[src/rtl/cpc_consts.svh]
// Constants of the clock, power and calibration control block.
// Assumes byte addresses on a 32-bit Avalon-MM register port.
`ifndef CPC_CONSTS_SVH
`define CPC_CONSTS_SVH
`define CPC_ADDR_POW_PRE 32'hffff0404
`define CPC_ADDR_POW_CTL 32'hffff0408
`define CPC_ADDR_POW_POST 32'hffff040c
`define CPC_ADDR_PLL_PRE 32'hffff0410
`define CPC_ADDR_PLL_SEL 32'hffff0414
`define CPC_ADDR_PLL_POST 32'hffff0418
`define CPC_ADDR_TRIM 32'hffff042c
`define CPC_ADDR_CAL_CTL 32'hffff0440
`define CPC_ADDR_CAL_STA 32'hffff0444
`define CPC_ADDR_REF_CNT 32'hffff0448
`define CPC_ADDR_LP_CNT 32'hffff044c
`define CPC_KEY_POW_PRE 32'h00000001
`define CPC_KEY_POW_POST 32'h000000f4
`define CPC_KEY_PLL_PRE 32'h000000aa
`define CPC_KEY_PLL_POST 32'h00000055
`define CPC_POW_RESET 8'h79
`define CPC_PLL_RESET 8'h00
`define CPC_TRIM_RESET 8'h08
`define CPC_CAL_RESET 8'h00
`define CPC_BIT_CORE 3
`define CPC_BIT_PERIPH 4
`define CPC_BIT_PLL 5
`define CPC_BIT_XTAL 6
`define CPC_BIT_PREC 7
`define CPC_BIT_CAL_EN 0
`define CPC_BIT_CLR_REF 1
`define CPC_BIT_CLR_LP 2
`define CPC_BIT_CAL_RST 3
`define CPC_BIT_CAL_XTAL 4
`define CPC_DIV_RESERVED 3'h7
`define CPC_SRC_RESERVED 2'h3
`define CPC_REF_DONE 9'h1ff
`define CPC_PLL_HZ 20480000
`endif

[src/rtl/cpc_pkg.sv]
// Types of the clock, power and calibration control block.
// Assumes the constants header is included by the design files.
package cpc_pkg;
   typedef enum logic [1:0] {
      SRC_LOWPOWER,
      SRC_PRECISION,
      SRC_CRYSTAL,
      SRC_RESERVED
   } cpc_src_e;
   typedef enum logic [1:0] {
      CAL_IDLE,
      CAL_ENABLE,
      CAL_COUNT,
      CAL_DONE
   } cpc_cal_e;
   typedef enum logic [1:0] {
      KEY_NONE,
      KEY_ARMED,
      KEY_HELD
   } cpc_key_e;
endpackage

[src/rtl/cpc_top.sv]
// Clock source, power mode and low-power oscillator calibration control.
// Assumes oscillator ticks arrive asynchronously and are synchronised here.
//
// How it works
// Source select 00 lowpower, 01 precision, 10 crystal.
// Software writes zero to unused upper bits.
// Software adds a dummy cycle after switch.
// Power register needs prewrite key 0x01 first.
// Power register needs postwrite key 0xF4 after.
// Core clock is PLL divided by 2**code.
// Power register resets to 0x79.
// Core bit powers core; wake sets it.
// Peripherals off only with core off; wake sets.
// PLL off only with core, peripherals off.
// LIN wake and lowpower timer stay alive.
// Peripheral power-down gates memories and serial ports.
// PLL-clocked timers stop when PLL off.
// Crystal enable bit powers crystal circuitry.
// Precision input needs bit and config bit 6.
// Software adds dummy cycle after power-down.
// 9-bit reference and 10-bit lowpower counters.
// Reference reaching 0x1FF stops both counters.
// Low four trim bits tune lowpower oscillator.
// Software compares counters and steps trim.
// Run lasts about 4 ms or 16 ms.
// Software selects precise reference before calibrating.
// Source register keyed by 0xAA then 0x55.
// Calibration control: enable, clears, reset, source.
// Status shows two-bit state and busy flag.
// Keyed write needs preceding key; postkey commits.
// Reserved divider and source codes are ignored.
//
// The Avalon-MM register port was left to the implementer.
`timescale 1ns/100ps
`include "cpc_consts.svh"
module cpc_top (
   // Clock and reset
   input wire logic I_CLK,
   input wire logic I_SYS_RST,
   // Avalon-MM register slave
   input wire logic [31:0] I_ADDRESS,
   input wire logic I_READ,
   input wire logic I_WRITE,
   input wire logic [31:0] I_WRITEDATA,
   output logic [31:0] O_READDATA,
   output logic O_WAITREQUEST,
   // Oscillator ticks and wake events (asynchronous)
   input wire logic I_PREC_TICK,
   input wire logic I_XTAL_TICK,
   input wire logic I_LP_TICK,
   input wire logic I_WAKE,
   input wire logic I_HV_PREC_EN,
   // Clock and power controls
   output logic [1:0] O_PLL_SOURCE,
   output logic O_CORE_CLK_EN,
   output logic [2:0] O_CORE_DIVIDER,
   output logic O_CORE_ON,
   output logic O_PERIPH_ON,
   output logic O_MEM_IO_ON,
   output logic O_PLL_ON,
   output logic O_PLL_TIMERS_RUN,
   output logic O_LIN_WAKE_ON,
   output logic O_WAKE_TIMER_RUN,
   output logic O_XTAL_ON,
   output logic O_PREC_ON,
   output logic [3:0] O_LP_TRIM
);
   // ----------------------------------------------------------------
   // State
   // ----------------------------------------------------------------
   typedef struct packed {
      logic [7:0] pow;
      logic [7:0] pow_stage;
      logic [7:0] pll;
      logic [7:0] pll_stage;
      cpc_pkg::cpc_key_e pow_key;
      cpc_pkg::cpc_key_e pll_key;
      logic [7:0] trim;
      logic [7:0] cal_ctl;
      cpc_pkg::cpc_cal_e cal;
      logic [8:0] ref_cnt;
      logic [9:0] lp_cnt;
      logic [1:0] lp_div;
      logic [2:0] ref_d;
      logic [1:0] lp_d;
      logic ack;
      logic wake_d;
      logic [31:0] rdata;
   } cpc_top_s;
   cpc_top_s st_r, st_nxt;
   logic prec_s, xtal_s, lp_s, wake_s, hv_s;
   logic ref_edge, lp_edge, wr, rd, wake_edge;
   logic [7:0] wb;

   cpc_sync u_sync_prec (.I_CLK(I_CLK), .I_SYS_RST(I_SYS_RST), .i_d(I_PREC_TICK), .o_q(prec_s));
   cpc_sync u_sync_xtal (.I_CLK(I_CLK), .I_SYS_RST(I_SYS_RST), .i_d(I_XTAL_TICK), .o_q(xtal_s));
   cpc_sync u_sync_lp (.I_CLK(I_CLK), .I_SYS_RST(I_SYS_RST), .i_d(I_LP_TICK), .o_q(lp_s));
   cpc_sync u_sync_wake (.I_CLK(I_CLK), .I_SYS_RST(I_SYS_RST), .i_d(I_WAKE), .o_q(wake_s));
   cpc_sync u_sync_hv (.I_CLK(I_CLK), .I_SYS_RST(I_SYS_RST), .i_d(I_HV_PREC_EN), .o_q(hv_s));

   cpc_clkdiv u_div (
      .I_CLK(I_CLK),
      .I_SYS_RST(I_SYS_RST),
      .i_code(st_r.pow[2:0]),
      .i_run(st_r.pow[`CPC_BIT_CORE]),
      .o_tick(O_CORE_CLK_EN)
   );

   assign wr = I_WRITE && st_r.ack;
   assign rd = I_READ && !st_r.ack;
   assign wb = I_WRITEDATA[7:0];

   // ----------------------------------------------------------------
   // Next state
   // ----------------------------------------------------------------
   always_comb begin
      st_nxt = st_r;
      st_nxt.ack = (I_READ || I_WRITE) && !st_r.ack;
      // Synchronised ticks: reference selected by the calibration source bit.
      st_nxt.ref_d = {st_r.ref_d[1:0],
         st_r.cal_ctl[`CPC_BIT_CAL_XTAL] ? xtal_s : prec_s};
      st_nxt.lp_d = {st_r.lp_d[0], lp_s};
      st_nxt.wake_d = wake_s;
      ref_edge = st_r.ref_d[1] && !st_r.ref_d[2];
      lp_edge = st_r.lp_d[0] && !st_r.lp_d[1];
      wake_edge = wake_s && !st_r.wake_d;
      // Lowpower counter uses divide-by-4 against the crystal to match rates.
      if (lp_edge) begin
         st_nxt.lp_div = st_r.lp_div + 2'h1;
      end
      // Calibration sequencer.
      case (st_r.cal)
         cpc_pkg::CAL_IDLE: begin
            if (st_r.cal_ctl[`CPC_BIT_CAL_EN]) begin
               st_nxt.cal = cpc_pkg::CAL_ENABLE;
            end
         end
         cpc_pkg::CAL_ENABLE: begin
            st_nxt.cal = cpc_pkg::CAL_COUNT;
            st_nxt.lp_div = '0;
         end
         cpc_pkg::CAL_COUNT: begin
            if (ref_edge) begin
               st_nxt.ref_cnt = st_r.ref_cnt + 9'h001;
            end
            if (lp_edge && (!st_r.cal_ctl[`CPC_BIT_CAL_XTAL] || st_r.lp_div == 2'h3)) begin
               st_nxt.lp_cnt = st_r.lp_cnt + 10'h001;
            end
            if (ref_edge && st_r.ref_cnt == `CPC_REF_DONE - 9'h001) begin
               st_nxt.cal = cpc_pkg::CAL_DONE;
            end
         end
         cpc_pkg::CAL_DONE: begin
            st_nxt.cal = cpc_pkg::CAL_IDLE;
            st_nxt.cal_ctl[`CPC_BIT_CAL_EN] = 1'b0;
         end
         default: st_nxt.cal = cpc_pkg::CAL_IDLE;
      endcase
      // Abort or reset of the calibration logic.
      if (!st_r.cal_ctl[`CPC_BIT_CAL_EN] && st_r.cal != cpc_pkg::CAL_DONE) begin
         st_nxt.cal = cpc_pkg::CAL_IDLE;
      end
      if (st_r.cal_ctl[`CPC_BIT_CAL_RST]) begin
         st_nxt.cal = cpc_pkg::CAL_IDLE;
         st_nxt.ref_cnt = '0;
         st_nxt.lp_cnt = '0;
         st_nxt.cal_ctl[`CPC_BIT_CAL_EN] = 1'b0;
      end
      if (st_r.cal_ctl[`CPC_BIT_CLR_REF]) begin
         st_nxt.ref_cnt = '0;
         st_nxt.cal_ctl[`CPC_BIT_CLR_REF] = 1'b0;
      end
      if (st_r.cal_ctl[`CPC_BIT_CLR_LP]) begin
         st_nxt.lp_cnt = '0;
         st_nxt.cal_ctl[`CPC_BIT_CLR_LP] = 1'b0;
      end
      // Any write other than the expected key disarms a pending sequence; reads leave it armed.
      if (wr) begin
         if (I_ADDRESS != `CPC_ADDR_POW_CTL && I_ADDRESS != `CPC_ADDR_POW_POST) begin
            st_nxt.pow_key = cpc_pkg::KEY_NONE;
         end
         if (I_ADDRESS != `CPC_ADDR_PLL_SEL && I_ADDRESS != `CPC_ADDR_PLL_POST) begin
            st_nxt.pll_key = cpc_pkg::KEY_NONE;
         end
         if (I_ADDRESS == `CPC_ADDR_POW_PRE) begin
            st_nxt.pow_key = (I_WRITEDATA == `CPC_KEY_POW_PRE) ?
               cpc_pkg::KEY_ARMED : cpc_pkg::KEY_NONE;
         end else if (I_ADDRESS == `CPC_ADDR_POW_CTL) begin
            if (st_r.pow_key == cpc_pkg::KEY_ARMED) begin
               st_nxt.pow_stage = wb;
               st_nxt.pow_key = cpc_pkg::KEY_HELD;
            end else begin
               st_nxt.pow_key = cpc_pkg::KEY_NONE;
            end
         end else if (I_ADDRESS == `CPC_ADDR_POW_POST) begin
            st_nxt.pow_key = cpc_pkg::KEY_NONE;
            if (st_r.pow_key == cpc_pkg::KEY_HELD && I_WRITEDATA == `CPC_KEY_POW_POST) begin
               st_nxt.pow[7:3] = st_r.pow_stage[7:3];
               if (st_r.pow_stage[`CPC_BIT_CORE]) begin
                  st_nxt.pow[`CPC_BIT_PERIPH] = 1'b1;
               end
               if (st_r.pow_stage[`CPC_BIT_CORE] || st_r.pow_stage[`CPC_BIT_PERIPH]) begin
                  st_nxt.pow[`CPC_BIT_PLL] = 1'b1;
               end
               if (st_r.pow_stage[2:0] != `CPC_DIV_RESERVED) begin
                  st_nxt.pow[2:0] = st_r.pow_stage[2:0];
               end
            end
         end else if (I_ADDRESS == `CPC_ADDR_PLL_PRE) begin
            st_nxt.pll_key = (I_WRITEDATA == `CPC_KEY_PLL_PRE) ?
               cpc_pkg::KEY_ARMED : cpc_pkg::KEY_NONE;
         end else if (I_ADDRESS == `CPC_ADDR_PLL_SEL) begin
            if (st_r.pll_key == cpc_pkg::KEY_ARMED) begin
               st_nxt.pll_stage = wb;
               st_nxt.pll_key = cpc_pkg::KEY_HELD;
            end else begin
               st_nxt.pll_key = cpc_pkg::KEY_NONE;
            end
         end else if (I_ADDRESS == `CPC_ADDR_PLL_POST) begin
            st_nxt.pll_key = cpc_pkg::KEY_NONE;
            if (st_r.pll_key == cpc_pkg::KEY_HELD && I_WRITEDATA == `CPC_KEY_PLL_POST
                && st_r.pll_stage[1:0] != `CPC_SRC_RESERVED) begin
               st_nxt.pll = {6'h00, st_r.pll_stage[1:0]};
            end
         end else if (I_ADDRESS == `CPC_ADDR_TRIM) begin
            st_nxt.trim = {4'h0, wb[3:0]};
         end else if (I_ADDRESS == `CPC_ADDR_CAL_CTL) begin
            st_nxt.cal_ctl = {3'h0, wb[4:0]};
         end
      end
      // Wake events restore the core, peripheral and PLL bits and win over a write.
      if (wake_edge) begin
         st_nxt.pow[`CPC_BIT_CORE] = 1'b1;
         st_nxt.pow[`CPC_BIT_PERIPH] = 1'b1;
         st_nxt.pow[`CPC_BIT_PLL] = 1'b1;
      end
      // Read data.
      st_nxt.rdata = '0;
      if (rd) begin
         if (I_ADDRESS == `CPC_ADDR_POW_CTL) begin
            st_nxt.rdata = {24'h0, st_r.pow};
         end else if (I_ADDRESS == `CPC_ADDR_PLL_SEL) begin
            st_nxt.rdata = {24'h0, st_r.pll};
         end else if (I_ADDRESS == `CPC_ADDR_TRIM) begin
            st_nxt.rdata = {24'h0, st_r.trim};
         end else if (I_ADDRESS == `CPC_ADDR_CAL_CTL) begin
            st_nxt.rdata = {24'h0, st_r.cal_ctl};
         end else if (I_ADDRESS == `CPC_ADDR_CAL_STA) begin
            st_nxt.rdata = {28'h0, st_r.cal, st_r.cal_ctl[`CPC_BIT_CAL_EN],
               st_r.cal != cpc_pkg::CAL_IDLE};
         end else if (I_ADDRESS == `CPC_ADDR_REF_CNT) begin
            st_nxt.rdata = {23'h0, st_r.ref_cnt};
         end else if (I_ADDRESS == `CPC_ADDR_LP_CNT) begin
            st_nxt.rdata = {22'h0, st_r.lp_cnt};
         end
      end
   end

   // ----------------------------------------------------------------
   // Registers
   // ----------------------------------------------------------------
   always_ff @(posedge I_CLK) begin
      if (I_SYS_RST) begin
         st_r <= '0;
         st_r.pow <= `CPC_POW_RESET;
         st_r.pll <= `CPC_PLL_RESET;
         st_r.trim <= `CPC_TRIM_RESET;
         st_r.cal_ctl <= `CPC_CAL_RESET;
      end else begin
         st_r <= st_nxt;
      end
   end

   // ----------------------------------------------------------------
   // Outputs
   // ----------------------------------------------------------------
   assign O_WAITREQUEST = (I_READ || I_WRITE) && !st_r.ack;
   assign O_READDATA = st_r.rdata;
   assign O_PLL_SOURCE = st_r.pll[1:0];
   assign O_CORE_DIVIDER = st_r.pow[2:0];
   assign O_CORE_ON = st_r.pow[`CPC_BIT_CORE];
   assign O_PERIPH_ON = st_r.pow[`CPC_BIT_PERIPH];
   assign O_MEM_IO_ON = st_r.pow[`CPC_BIT_PERIPH];
   assign O_PLL_ON = st_r.pow[`CPC_BIT_PLL];
   assign O_PLL_TIMERS_RUN = st_r.pow[`CPC_BIT_PLL];
   assign O_LIN_WAKE_ON = 1'b1;
   assign O_WAKE_TIMER_RUN = 1'b1;
   assign O_XTAL_ON = st_r.pow[`CPC_BIT_XTAL];
   assign O_PREC_ON = st_r.pow[`CPC_BIT_PREC] && hv_s;
   assign O_LP_TRIM = st_r.trim[3:0];

   // ----------------------------------------------------------------
   // Checks
   // ----------------------------------------------------------------
   a_pow_reset: assert property (@(posedge I_CLK) $fell(I_SYS_RST) |-> st_r.pow == 8'h79)
      else $error("power control not at reset value");
   a_wake_core: assert property (@(posedge I_CLK) disable iff (I_SYS_RST)
      wake_edge |=> O_CORE_ON && O_PERIPH_ON && O_PLL_ON)
      else $error("wake did not restore power bits");
   a_periph_dep: assert property (@(posedge I_CLK) disable iff (I_SYS_RST)
      O_CORE_ON |-> O_PERIPH_ON && O_PLL_ON)
      else $error("peripherals or PLL off with core on");
   a_pll_dep: assert property (@(posedge I_CLK) disable iff (I_SYS_RST)
      O_PERIPH_ON |-> O_PLL_ON)
      else $error("PLL off with peripherals on");
   a_src_valid: assert property (@(posedge I_CLK) disable iff (I_SYS_RST)
      O_PLL_SOURCE != 2'h3)
      else $error("reserved clock source selected");
   a_unkeyed_pow: assert property (@(posedge I_CLK) disable iff (I_SYS_RST)
      (wr && I_ADDRESS == `CPC_ADDR_POW_CTL && st_r.pow_key != cpc_pkg::KEY_ARMED)
      |=> st_r.pow_key == cpc_pkg::KEY_NONE)
      else $error("unkeyed power write accepted");
   a_cal_stop: assert property (@(posedge I_CLK) disable iff (I_SYS_RST)
      st_r.cal == cpc_pkg::CAL_DONE |-> st_r.ref_cnt == 9'h1ff ##1 $stable(st_r.ref_cnt))
      else $error("calibration stopped at wrong count");
   a_prec_gate: assert property (@(posedge I_CLK) disable iff (I_SYS_RST)
      O_PREC_ON |-> hv_s && st_r.pow[7])
      else $error("precision input on without both enables");
   a_trim_low: assert property (@(posedge I_CLK) disable iff (I_SYS_RST)
      st_r.trim[7:4] == 4'h0)
      else $error("trim upper bits not zero");
   a_core_tick_off: assert property (@(posedge I_CLK) disable iff (I_SYS_RST)
      !O_CORE_ON |=> !O_CORE_CLK_EN)
      else $error("core clock enable pulsed with core off");
   a_src_keyed: assert property (@(posedge I_CLK) disable iff (I_SYS_RST)
      $changed(O_PLL_SOURCE) |-> $past(wr) && $past(I_ADDRESS) == `CPC_ADDR_PLL_POST)
      else $error("clock source changed without postwrite key");
   a_div_keyed: assert property (@(posedge I_CLK) disable iff (I_SYS_RST)
      $changed(O_CORE_DIVIDER) |-> $past(wr) && $past(I_ADDRESS) == `CPC_ADDR_POW_POST)
      else $error("core divider changed without postwrite key");
   a_div_valid: assert property (@(posedge I_CLK) disable iff (I_SYS_RST)
      O_CORE_DIVIDER != `CPC_DIV_RESERVED)
      else $error("reserved core divider selected");
   a_ref_frozen: assert property (@(posedge I_CLK) disable iff (I_SYS_RST)
      st_r.cal != cpc_pkg::CAL_COUNT && st_r.cal_ctl[3:1] == 3'h0
      |=> $stable(st_r.ref_cnt))
      else $error("reference counter moved outside counting");
   a_lp_frozen: assert property (@(posedge I_CLK) disable iff (I_SYS_RST)
      st_r.cal != cpc_pkg::CAL_COUNT && st_r.cal_ctl[3:1] == 3'h0
      |=> $stable(st_r.lp_cnt))
      else $error("lowpower counter moved outside counting");
   a_mem_off: assert property (@(posedge I_CLK) disable iff (I_SYS_RST)
      !O_PERIPH_ON |-> !O_MEM_IO_ON)
      else $error("memories powered with peripherals off");
   a_timer_stop: assert property (@(posedge I_CLK) disable iff (I_SYS_RST)
      !O_PLL_ON |-> !O_PLL_TIMERS_RUN)
      else $error("PLL timers running with PLL off");
endmodule // cpc_top

[src/rtl/cpc_sync.sv]
// Two-flop level synchroniser.
// Assumes the input comes from another clock domain.
`timescale 1ns/100ps
module cpc_sync (
   // Clock and reset
   input wire logic I_CLK,
   input wire logic I_SYS_RST,
   // Level
   input wire logic i_d,
   output logic o_q
);
   typedef struct packed {
      logic s1;
      logic s2;
   } cpc_sync_s;
   cpc_sync_s st_r, st_nxt;
   always_comb begin
      st_nxt = st_r;
      st_nxt.s1 = i_d;
      st_nxt.s2 = st_r.s1;
   end
   always_ff @(posedge I_CLK) begin
      if (I_SYS_RST) begin
         st_r <= '0;
      end else begin
         st_r <= st_nxt;
      end
   end
   assign o_q = st_r.s2;
endmodule // cpc_sync

[src/rtl/cpc_clkdiv.sv]
// Core clock divider: one enable pulse every 2**code system clocks.
// Assumes the system clock stands for the PLL output.
`timescale 1ns/100ps
module cpc_clkdiv (
   // Clock and reset
   input wire logic I_CLK,
   input wire logic I_SYS_RST,
   // Control
   input wire logic [2:0] i_code,
   input wire logic i_run,
   // Output
   output logic o_tick
);
   typedef struct packed {
      logic [6:0] cnt;
      logic tick;
   } cpc_div_s;
   cpc_div_s st_r, st_nxt;
   logic [6:0] last;
   always_comb begin
      last = 7'((8'h01 << i_code) - 8'h01);
      st_nxt = st_r;
      st_nxt.tick = 1'b0;
      if (!i_run) begin
         st_nxt.cnt = '0;
      end else if (st_r.cnt >= last) begin
         st_nxt.cnt = '0;
         st_nxt.tick = 1'b1;
      end else begin
         st_nxt.cnt = st_r.cnt + 7'h01;
      end
   end
   always_ff @(posedge I_CLK) begin
      if (I_SYS_RST) begin
         st_r <= '0;
      end else begin
         st_r <= st_nxt;
      end
   end
   assign o_tick = st_r.tick;
endmodule // cpc_clkdiv

[config.mk]
export PLATFORM = sky130hd
export DESIGN_NAME = cpc_top
export DESIGN_NICKNAME = d
export VERILOG_FILES = /design/src/rtl/cpc_pkg.sv /design/src/rtl/cpc_top.sv /design/src/rtl/cpc_sync.sv /design/src/rtl/cpc_clkdiv.sv
export VERILOG_INCLUDE_DIRS = /design/src /design/src/rtl
export SDC_FILE = /design/constraint.sdc
export NUM_CORES = 1
export LEC_CHECK = 0
export BUFFER_PORTS_ARGS = -buffer_cell sky130_fd_sc_hd__buf_2
export CAP_MARGIN = 5
export CORE_UTILIZATION = 47
export DETAILED_ROUTE_END_ITERATION = 6
export PLACE_DENSITY_LB_ADDON = 0.25
export SETUP_SLACK_MARGIN = 0.5
export SYNTH_ARGS = -nofsm -noshare
export SYNTH_HDL_FRONTEND = slang
export SYNTH_SLANG_ARGS = --single-unit
export TNS_END_PERCENT = 30
[constraint.sdc]
create_clock -name I_CLK -period 3.3 [get_ports I_CLK]
set_input_delay 0.495 -clock I_CLK [delete_from_list [all_inputs] [get_ports I_CLK]]
set_output_delay 0.495 -clock I_CLK [all_outputs]
set_load 0.02 [all_outputs]
==> results of run 1 <==
-- report_power, final --
part	leakage, nW	switching [mW]	internal (mW)	total, mW
sequential	0.736	0.0139	1.12	1.14
clock	0.0962	0.445	0.296	0.741
combinational	1.29	0.143	0.101	0.244
-- routing by layer --
metal	up-vias	track usage, %
met5	-	0
met4	0	7.47
met3	11	3.35
met2	129	35.6
met1	1813	28.6
li1	1939	-
-- cells in the final DEF, fill, tap and decap left out, types with 5 or more instances in the layout --
cell      synthesis  layout
a21oi_1          24      24
and2_1            5       5
and3_1            6       6
buf_2             2     100
clkbuf_8          0       9
conb_1            2      24
dfxtp_1          91      91
ha_1             18      18
inv_1            11      11
mux2i_1          24      24
nand2_1          27      27
nand3_1          10      10
nand4_1          17      17
nand4b_1          5       5
nor2_1           64      64
nor2b_1          17      17
nor3_1           21      21
nor4_1            8       8
o21ai_0          12      12
or3_1            11      11
xnor2_1           7       7
xor2_1           13      13
-- final cells by class --
class,instances,area [um2],share of cell area (%)
Timing Repair Buffer,101,508,9.71
Inverter,11,41.3,0.789
Sequential cell,91,1820,34.8
Clock inverter,7,67.6,1.29
Tap cell,133,166,3.18
Clock buffer,9,124,2.37
Multi-Input combinational cell,381,2500,47.8
-- synth_stat cells (all sizes together) (3+ instances only) --
| cell | instances |
|---|---|
| dfxtp | 91 |
| nor2 | 66 |
| buf | 51 |
| nand2 | 27 |
| a21oi | 24 |
| mux2i | 24 |
| nor3 | 21 |
| ha | 18 |
| nand4 | 17 |
| nor2b | 17 |
| o21ai | 16 |
| xor2 | 13 |
| clkbuf | 12 |
| nor4 | 12 |
| or3 | 12 |
| inv | 11 |
| nand3 | 11 |
| and3 | 8 |
| xnor2 | 7 |
| and2 | 5 |
| nand4b | 5 |
| or4 | 5 |
| a22oi | 4 |
| a2bb2oi | 4 |
| and4 | 4 |
| mux4 | 4 |
| nand2b | 4 |
| a21o | 3 |
| a31oi | 3 |
| nor4b | 3 |
-- path summary, 6_finish.rpt --
kind                                   from                              to  slack [ns]  depth (start not counted)
min reg2reg        u_sync_lp.o_q$_SDFF_PP0_           st_nxt[35]$_SDFF_PP0_        0.45                          1
max reg2reg  O_CORE_DIVIDER[1]$_SDFFE_PP0P_        u_div.st_r[3]$_SDFF_PP0_        0.77                         12
max          O_CORE_DIVIDER[1]$_SDFFE_PP0P_        u_div.st_r[3]$_SDFF_PP0_        0.77                         12
min                               I_LP_TICK  u_sync_lp.st_nxt[0]$_SDFF_PP0_        0.33                          2
-- stage by stage --
stage	worst slack, ns	power (mW)	std cells	cell area [um2]
after floorplan	1.02	1.34	546	4780
after global placement	0.706	1.40	717	5040
after detailed placement	0.672	1.41	717	5040
after CTS	0.792	2.15	733	5230
after global routing	0.580	2.22	733	5230
final	0.770	2.12	733	5230
-- logic make-up (layout without fill, tap and decap cells) --
group	after synthesis	after routing
other	2	24
and+or+nand+nor	224	224
DFF	91	91
xor gates and xnor gates	20	20
muxes	28	28
buffers and inverters	74	128
adders and majority gates	18	18
AOI/OAI and AO/OA	67	67
-- worst max-delay path: cells and delay by family, from the launching register on --
kind | cells | cell delay, ns
adder cells (fa/ha/maj) | 2 | 0.46
AND/OR/NAND/NOR | 5 | 0.69
flip-flops | 1 | 0.41
AO/OA/AOI/OAI | 5 | 0.91
-- registers in the layout (all words and copies together) (netlist names), 2 cells and up --
register        flops
O_LP_TRIM           4
O_PLL_SOURCE        2
st_nxt              3
O_READDATA         10
st_r               47
O_CORE_DIVIDER      3
u_div.st_r          7
==> metrics.txt, run 1 <==
Synth Warn #=0; Via-to-Cell Ratio=5.31; hold crit path type=in2reg; MaxCap Viol Count=0; crit path launch type=flop; RD Place Congestion=0.877; RSZ-0062 raised after global routing=false; outcome=complete, no violations; pwr dens=406 nW/um2; Final Util=between 50% and 60%; Synth top area share=38.8%; final count of negative-setup-slack endpoints=0; Compound-Gate Fraction of Synth Area=9.00%; area added between synthesis and finish=11.4%; Via Count=a little under 4,000; FMAX=0.395 GHz; Post-DP HPWL=8190 um; initial antenna violation count=0; Seq/Total Area, Yosys=between 30% and 40%; min Tclk post-route=around 2.5 ns; relative slew slack=between 50% and 60%; synthesized instance count=around 520; DRT Pass-1 Iters=5; critical path class=reg2reg; worst endpoint required time=3.61 ns; Hold Worst Slack=0.327 ns; Layout Skew=~0.0091 ns; ys async rst share=0%; Worst path slowest cell=dfxtp_1; first-pass GRT wire length=17,400 um; Post-Synth Adder-Cell Area=4.79%; GRT Overall Usage=a little over a fifth; CP max stage delay=0.41 ns; Post-synth EDFFs=0; fill count=931; TNS Setup=0 ns; Final Max Tran Viols=0; nets@finish=686; site row count=36; drt total wl=roughly 11,000 um; #FFs+latches synth=91; CTS tree=done; die height=approximately 100 um; Worst-Skew Late Latency=roughly 0.37 ns; biggest area consumer among synthesized cells=dfxtp_1; WL met1=4810 um; Root Driver=clkbuf_8; H-tree Lvls=3; starting density of the core=48.3%; layout cells sized above 1=22.3%; Die ar.=10,400 um2; per-cell routed wire length=14.3 um; Top FF cell, synth=dfxtp_1; Max Root-Sink Buffers=2; top sig layer=met4; synth top area cells=dfxtp_1, buf_4, mux2i_1; CTS Sinks=91; Peak VDD IR=0.182 mV; critical path cell sequence=nor2_1 > nand2_1 > ha_1 > nor3_1 > a21oi_1 > o21a_1 > ha_1 > a21o_1 > a21oi_1 > nand2_1 > a211o_1 > nor2_1; Slew @ Worst Pin=0.689 ns; CTS Buf Count=9; Syn Area/Cell=8.96 um2; largest fanout on the critical path=8; worst endpoint data arrival time=2.84 ns; port bufs=100; main combinational cell family by area after synthesis=simple AND/OR/NAND/NOR gates; residual DRC count=0; cts repair resizes=0; Core ar.=slightly below 10,000 um2; Routed Antenna Nets=0; clk slew on worst S/H paths=0.10 ns; antenna cells=0; synthesized area=approximately 4700 um2; final hold vios=0; Pleak=2.12 nW; DRT iter0 DRCs=179; io pins=around 130; Distinct cells, synth=58; hold_buf cts=0; total length of routed met2 wires=slightly below 5000 um; vias in the first global route=3,652; Synth Area in Simple Gates=roughly 27%; Final period util=76.7%; Synth Area in XOR/XNOR=3.73%; DR WL met3=676 um; post-synthesis mux area share=under 10%; Setup crit end kind=flop; Die W=102 um; Setup Buffers After CTS=0; GRT Residual Overflow=0; largest net degree at the start of global routing=29
Power figures use the tool's default switching activity.
==> run 2: changes to the inputs <==
- clock period: 3.3 -> 2.4 ns (I/O delays scaled with it)
==> metrics.txt, run 2 (synthesis results as in run 1) <==
outcome=complete, no violations; Max Root-Sink Buffers=2 (unchanged); site row count=36 (unchanged); commonest non-fill, non-tap cell in the layout=buf_2; port bufs=100 (unchanged); Die W=102 um (unchanged); final hold vios=0 (unchanged); CTS Buf Count=9 (unchanged); CTS tree=done; Final Util=56.5% (+2.8 points); Reg with most FFs=st_r; pre-CTS setup slack=0.0667 ns (-0.605 ns); starting density of the core=48.3% (unchanged); Setup crit end kind=flop; Post-DP HPWL=8340 um (+1.8%); area added between synthesis and finish=17.1%; worst endpoint required time=2.71 ns (-0.90 ns); DRT Pass-1 Iters=5 (unchanged); RSZ-0062 raised after global routing=true; RD Place Congestion=0.901 (+2.8%); drt total wl=11,000 um (+4.4%); R2R Path End=u_div.st_r[3]$_SDFF_PP0_; Pleak=2.23 nW (+5.1%); residual DRC count=0 (unchanged); per-cell routed wire length=14.6 um (+2.0%); nets@finish=703 (+2.5%); die height=102 um (unchanged); Hold Worst Slack=0.199 ns (-0.128 ns); Largest register FFs=47 (unchanged); min Tclk post-route=2.21 ns (-0.323 ns); Root Driver=clkbuf_8; hold crit path type=in2reg; post-route worst setup slack=0.193 ns (-0.577 ns); antenna cells=0 (unchanged); Final Max Tran Viols=0 (unchanged); Routed Antenna Nets=0 (unchanged); hold_buf cts=0 (unchanged); critical path class=reg2reg; GRT Residual Overflow=0 (unchanged); clk slew on worst S/H paths=0.10 ns (about the same); MaxCap Viol Count=0 (unchanged); io pins=125 (unchanged); Worst Setup SP=O_CORE_DIVIDER[1]$_SDFFE_PP0P_; initial antenna violation count=0 (unchanged); GRT Overall Usage=22.4% (+0.84 points); Post-Place Cells=725 (+1.1%); pwr dens=568 nW/um2 (+40%); Reg2Reg Setup Slack=0.19 ns (-0.58 ns); crit path launch type=flop; Via Count=3,990 (+2.5%); layout cells sized above 1=27.7% (+5.4 points); largest fanout on the critical path=7 (-1); relative slew slack=55.6% (+2.0 points); vias in the first global route=3,679 (+0.74%); Reg-to-Reg Start=O_CORE_DIVIDER[1]$_SDFFE_PP0P_; CTS Sinks=91 (unchanged); Via-to-Cell Ratio=5.32 (+0.19%); most frequent cells in the layout=buf_2, dfxtp_1, nor2_1; DRT iter0 DRCs=212 (+18%); TNS Setup=0 ns (unchanged); H-tree Lvls=3 (unchanged); Worst-Skew Late Latency=0.36 ns (about the same); final count of negative-setup-slack endpoints=0 (unchanged); Peak VDD IR=0.301 mV (+65%); crit path to=u_div.st_r[3]$_SDFF_PP0_; Die ar.=10,400 um2 (unchanged); Core ar.=9730 um2 (unchanged); fill count=917 (-1.5%); worst endpoint data arrival time=2.52 ns (-0.32 ns); first-pass GRT wire length=18,000 um (+3.9%); Final period util=92.0% (+15 points); Layout Skew=0.00935 ns (+0.000267 ns); Non-Filler Instances=750 (+2.3%); R2R depth=12 (unchanged); Slew @ Worst Pin=0.649 ns (-0.0401 ns); largest net degree at the start of global routing=34 (+17%); FMAX=0.453 GHz (+15%)
-- run 2: through the flow --
| stage | power, mW | instance area [um2] |
|---|---|---|
| 6_report | 3.12 | 5500 |
| 3_3_place_gp | 1.93 | 5140 |
| 2_1_floorplan | 1.85 | 4810 |
| 4_1_cts | 3.14 | 5440 |
| 3_5_place_dp | 1.94 | 5140 |
| 5_1_grt | 3.27 | 5500 |
-- run 2: per-layer routing --
| metal | vias up | share of wire (%) | track usage, % | wire [um] |
|---|---|---|---|---|
| met2 | 125 | 45 | 35.3 | 4980 |
| met4 | 0 | 1.8 | 6.70 | 199 |
| met3 | 18 | 6.1 | 4.65 | 666 |
| met1 | 1880 | 47 | 30.8 | 5120 |
| li1 | 1967 | - | - | - |
| met5 | - | 0 | 0 | 0 |
-- run 2: how the worst min path moves through the flow --
stage | end | from | slack [ns] | cells after the start
after CTS | u_sync_hv.st_nxt[0]$_SDFF_PP0_ | I_HV_PREC_EN | 0.19 | 2
after global routing | u_sync_lp.st_nxt[0]$_SDFF_PP0_ | I_LP_TICK | 0.19 | 2
after floorplan | u_div.st_r[1]$_SDFF_PP0_ | u_div.st_r[1]$_SDFF_PP0_ | 0.41 | 1
final | u_sync_prec.st_nxt[0]$_SDFF_PP0_ | I_PREC_TICK | 0.20 | 2
after global placement | u_sync_lp.o_q$_SDFF_PP0_ | u_sync_lp.st_nxt[0]$_SDFF_PP0_ | 0.42 | 1
after detailed placement | st_nxt[35]$_SDFF_PP0_ | u_sync_lp.o_q$_SDFF_PP0_ | 0.42 | 1
-- run 2: repair_timing --
item,CTS,global route
pin swaps,4,11
resized for setup,6,13
buffers inserted,6,3
setup endpoints to repair,24,37
-- run 2: report_power, final --
part | switching, mW | leakage [nW] | internal, mW | total [mW]
Clock | 0.589 | 0.113 | 0.605 | 1.19
Combinational | 0.207 | 1.38 | 0.158 | 0.366
Sequential | 0.0214 | 0.738 | 1.54 | 1.56
Total | 0.818 | 2.23 | 2.30 | 3.12
-- run 2: area by class of cell --
type | instances | area, um2 | share of cell area [%]
clock buffer | 9 | 124 | 2.25
clock inverter | 7 | 105 | 1.91
inverter | 11 | 41.3 | 0.751
multi-input combinational | 381 | 2580 | 47.0
sequential | 91 | 1830 | 33.3
tap | 133 | 166 | 3.02
timing repair buffer | 118 | 648 | 11.8
-- run 2: worst max-delay path, stage by stage, from the launching register on --
cell and delay (ns):
dfxtp_4 0.37, nor2_4 0.14, nand2_2 0.09, ha_4 0.19, nor3_4 0.10, a21oi_1 0.05
o21a_1 0.19, ha_2 0.16, a21o_1 0.18, a21oi_2 0.13, nand2_2 0.08, a211o_4 0.35
nor2_2 0.11
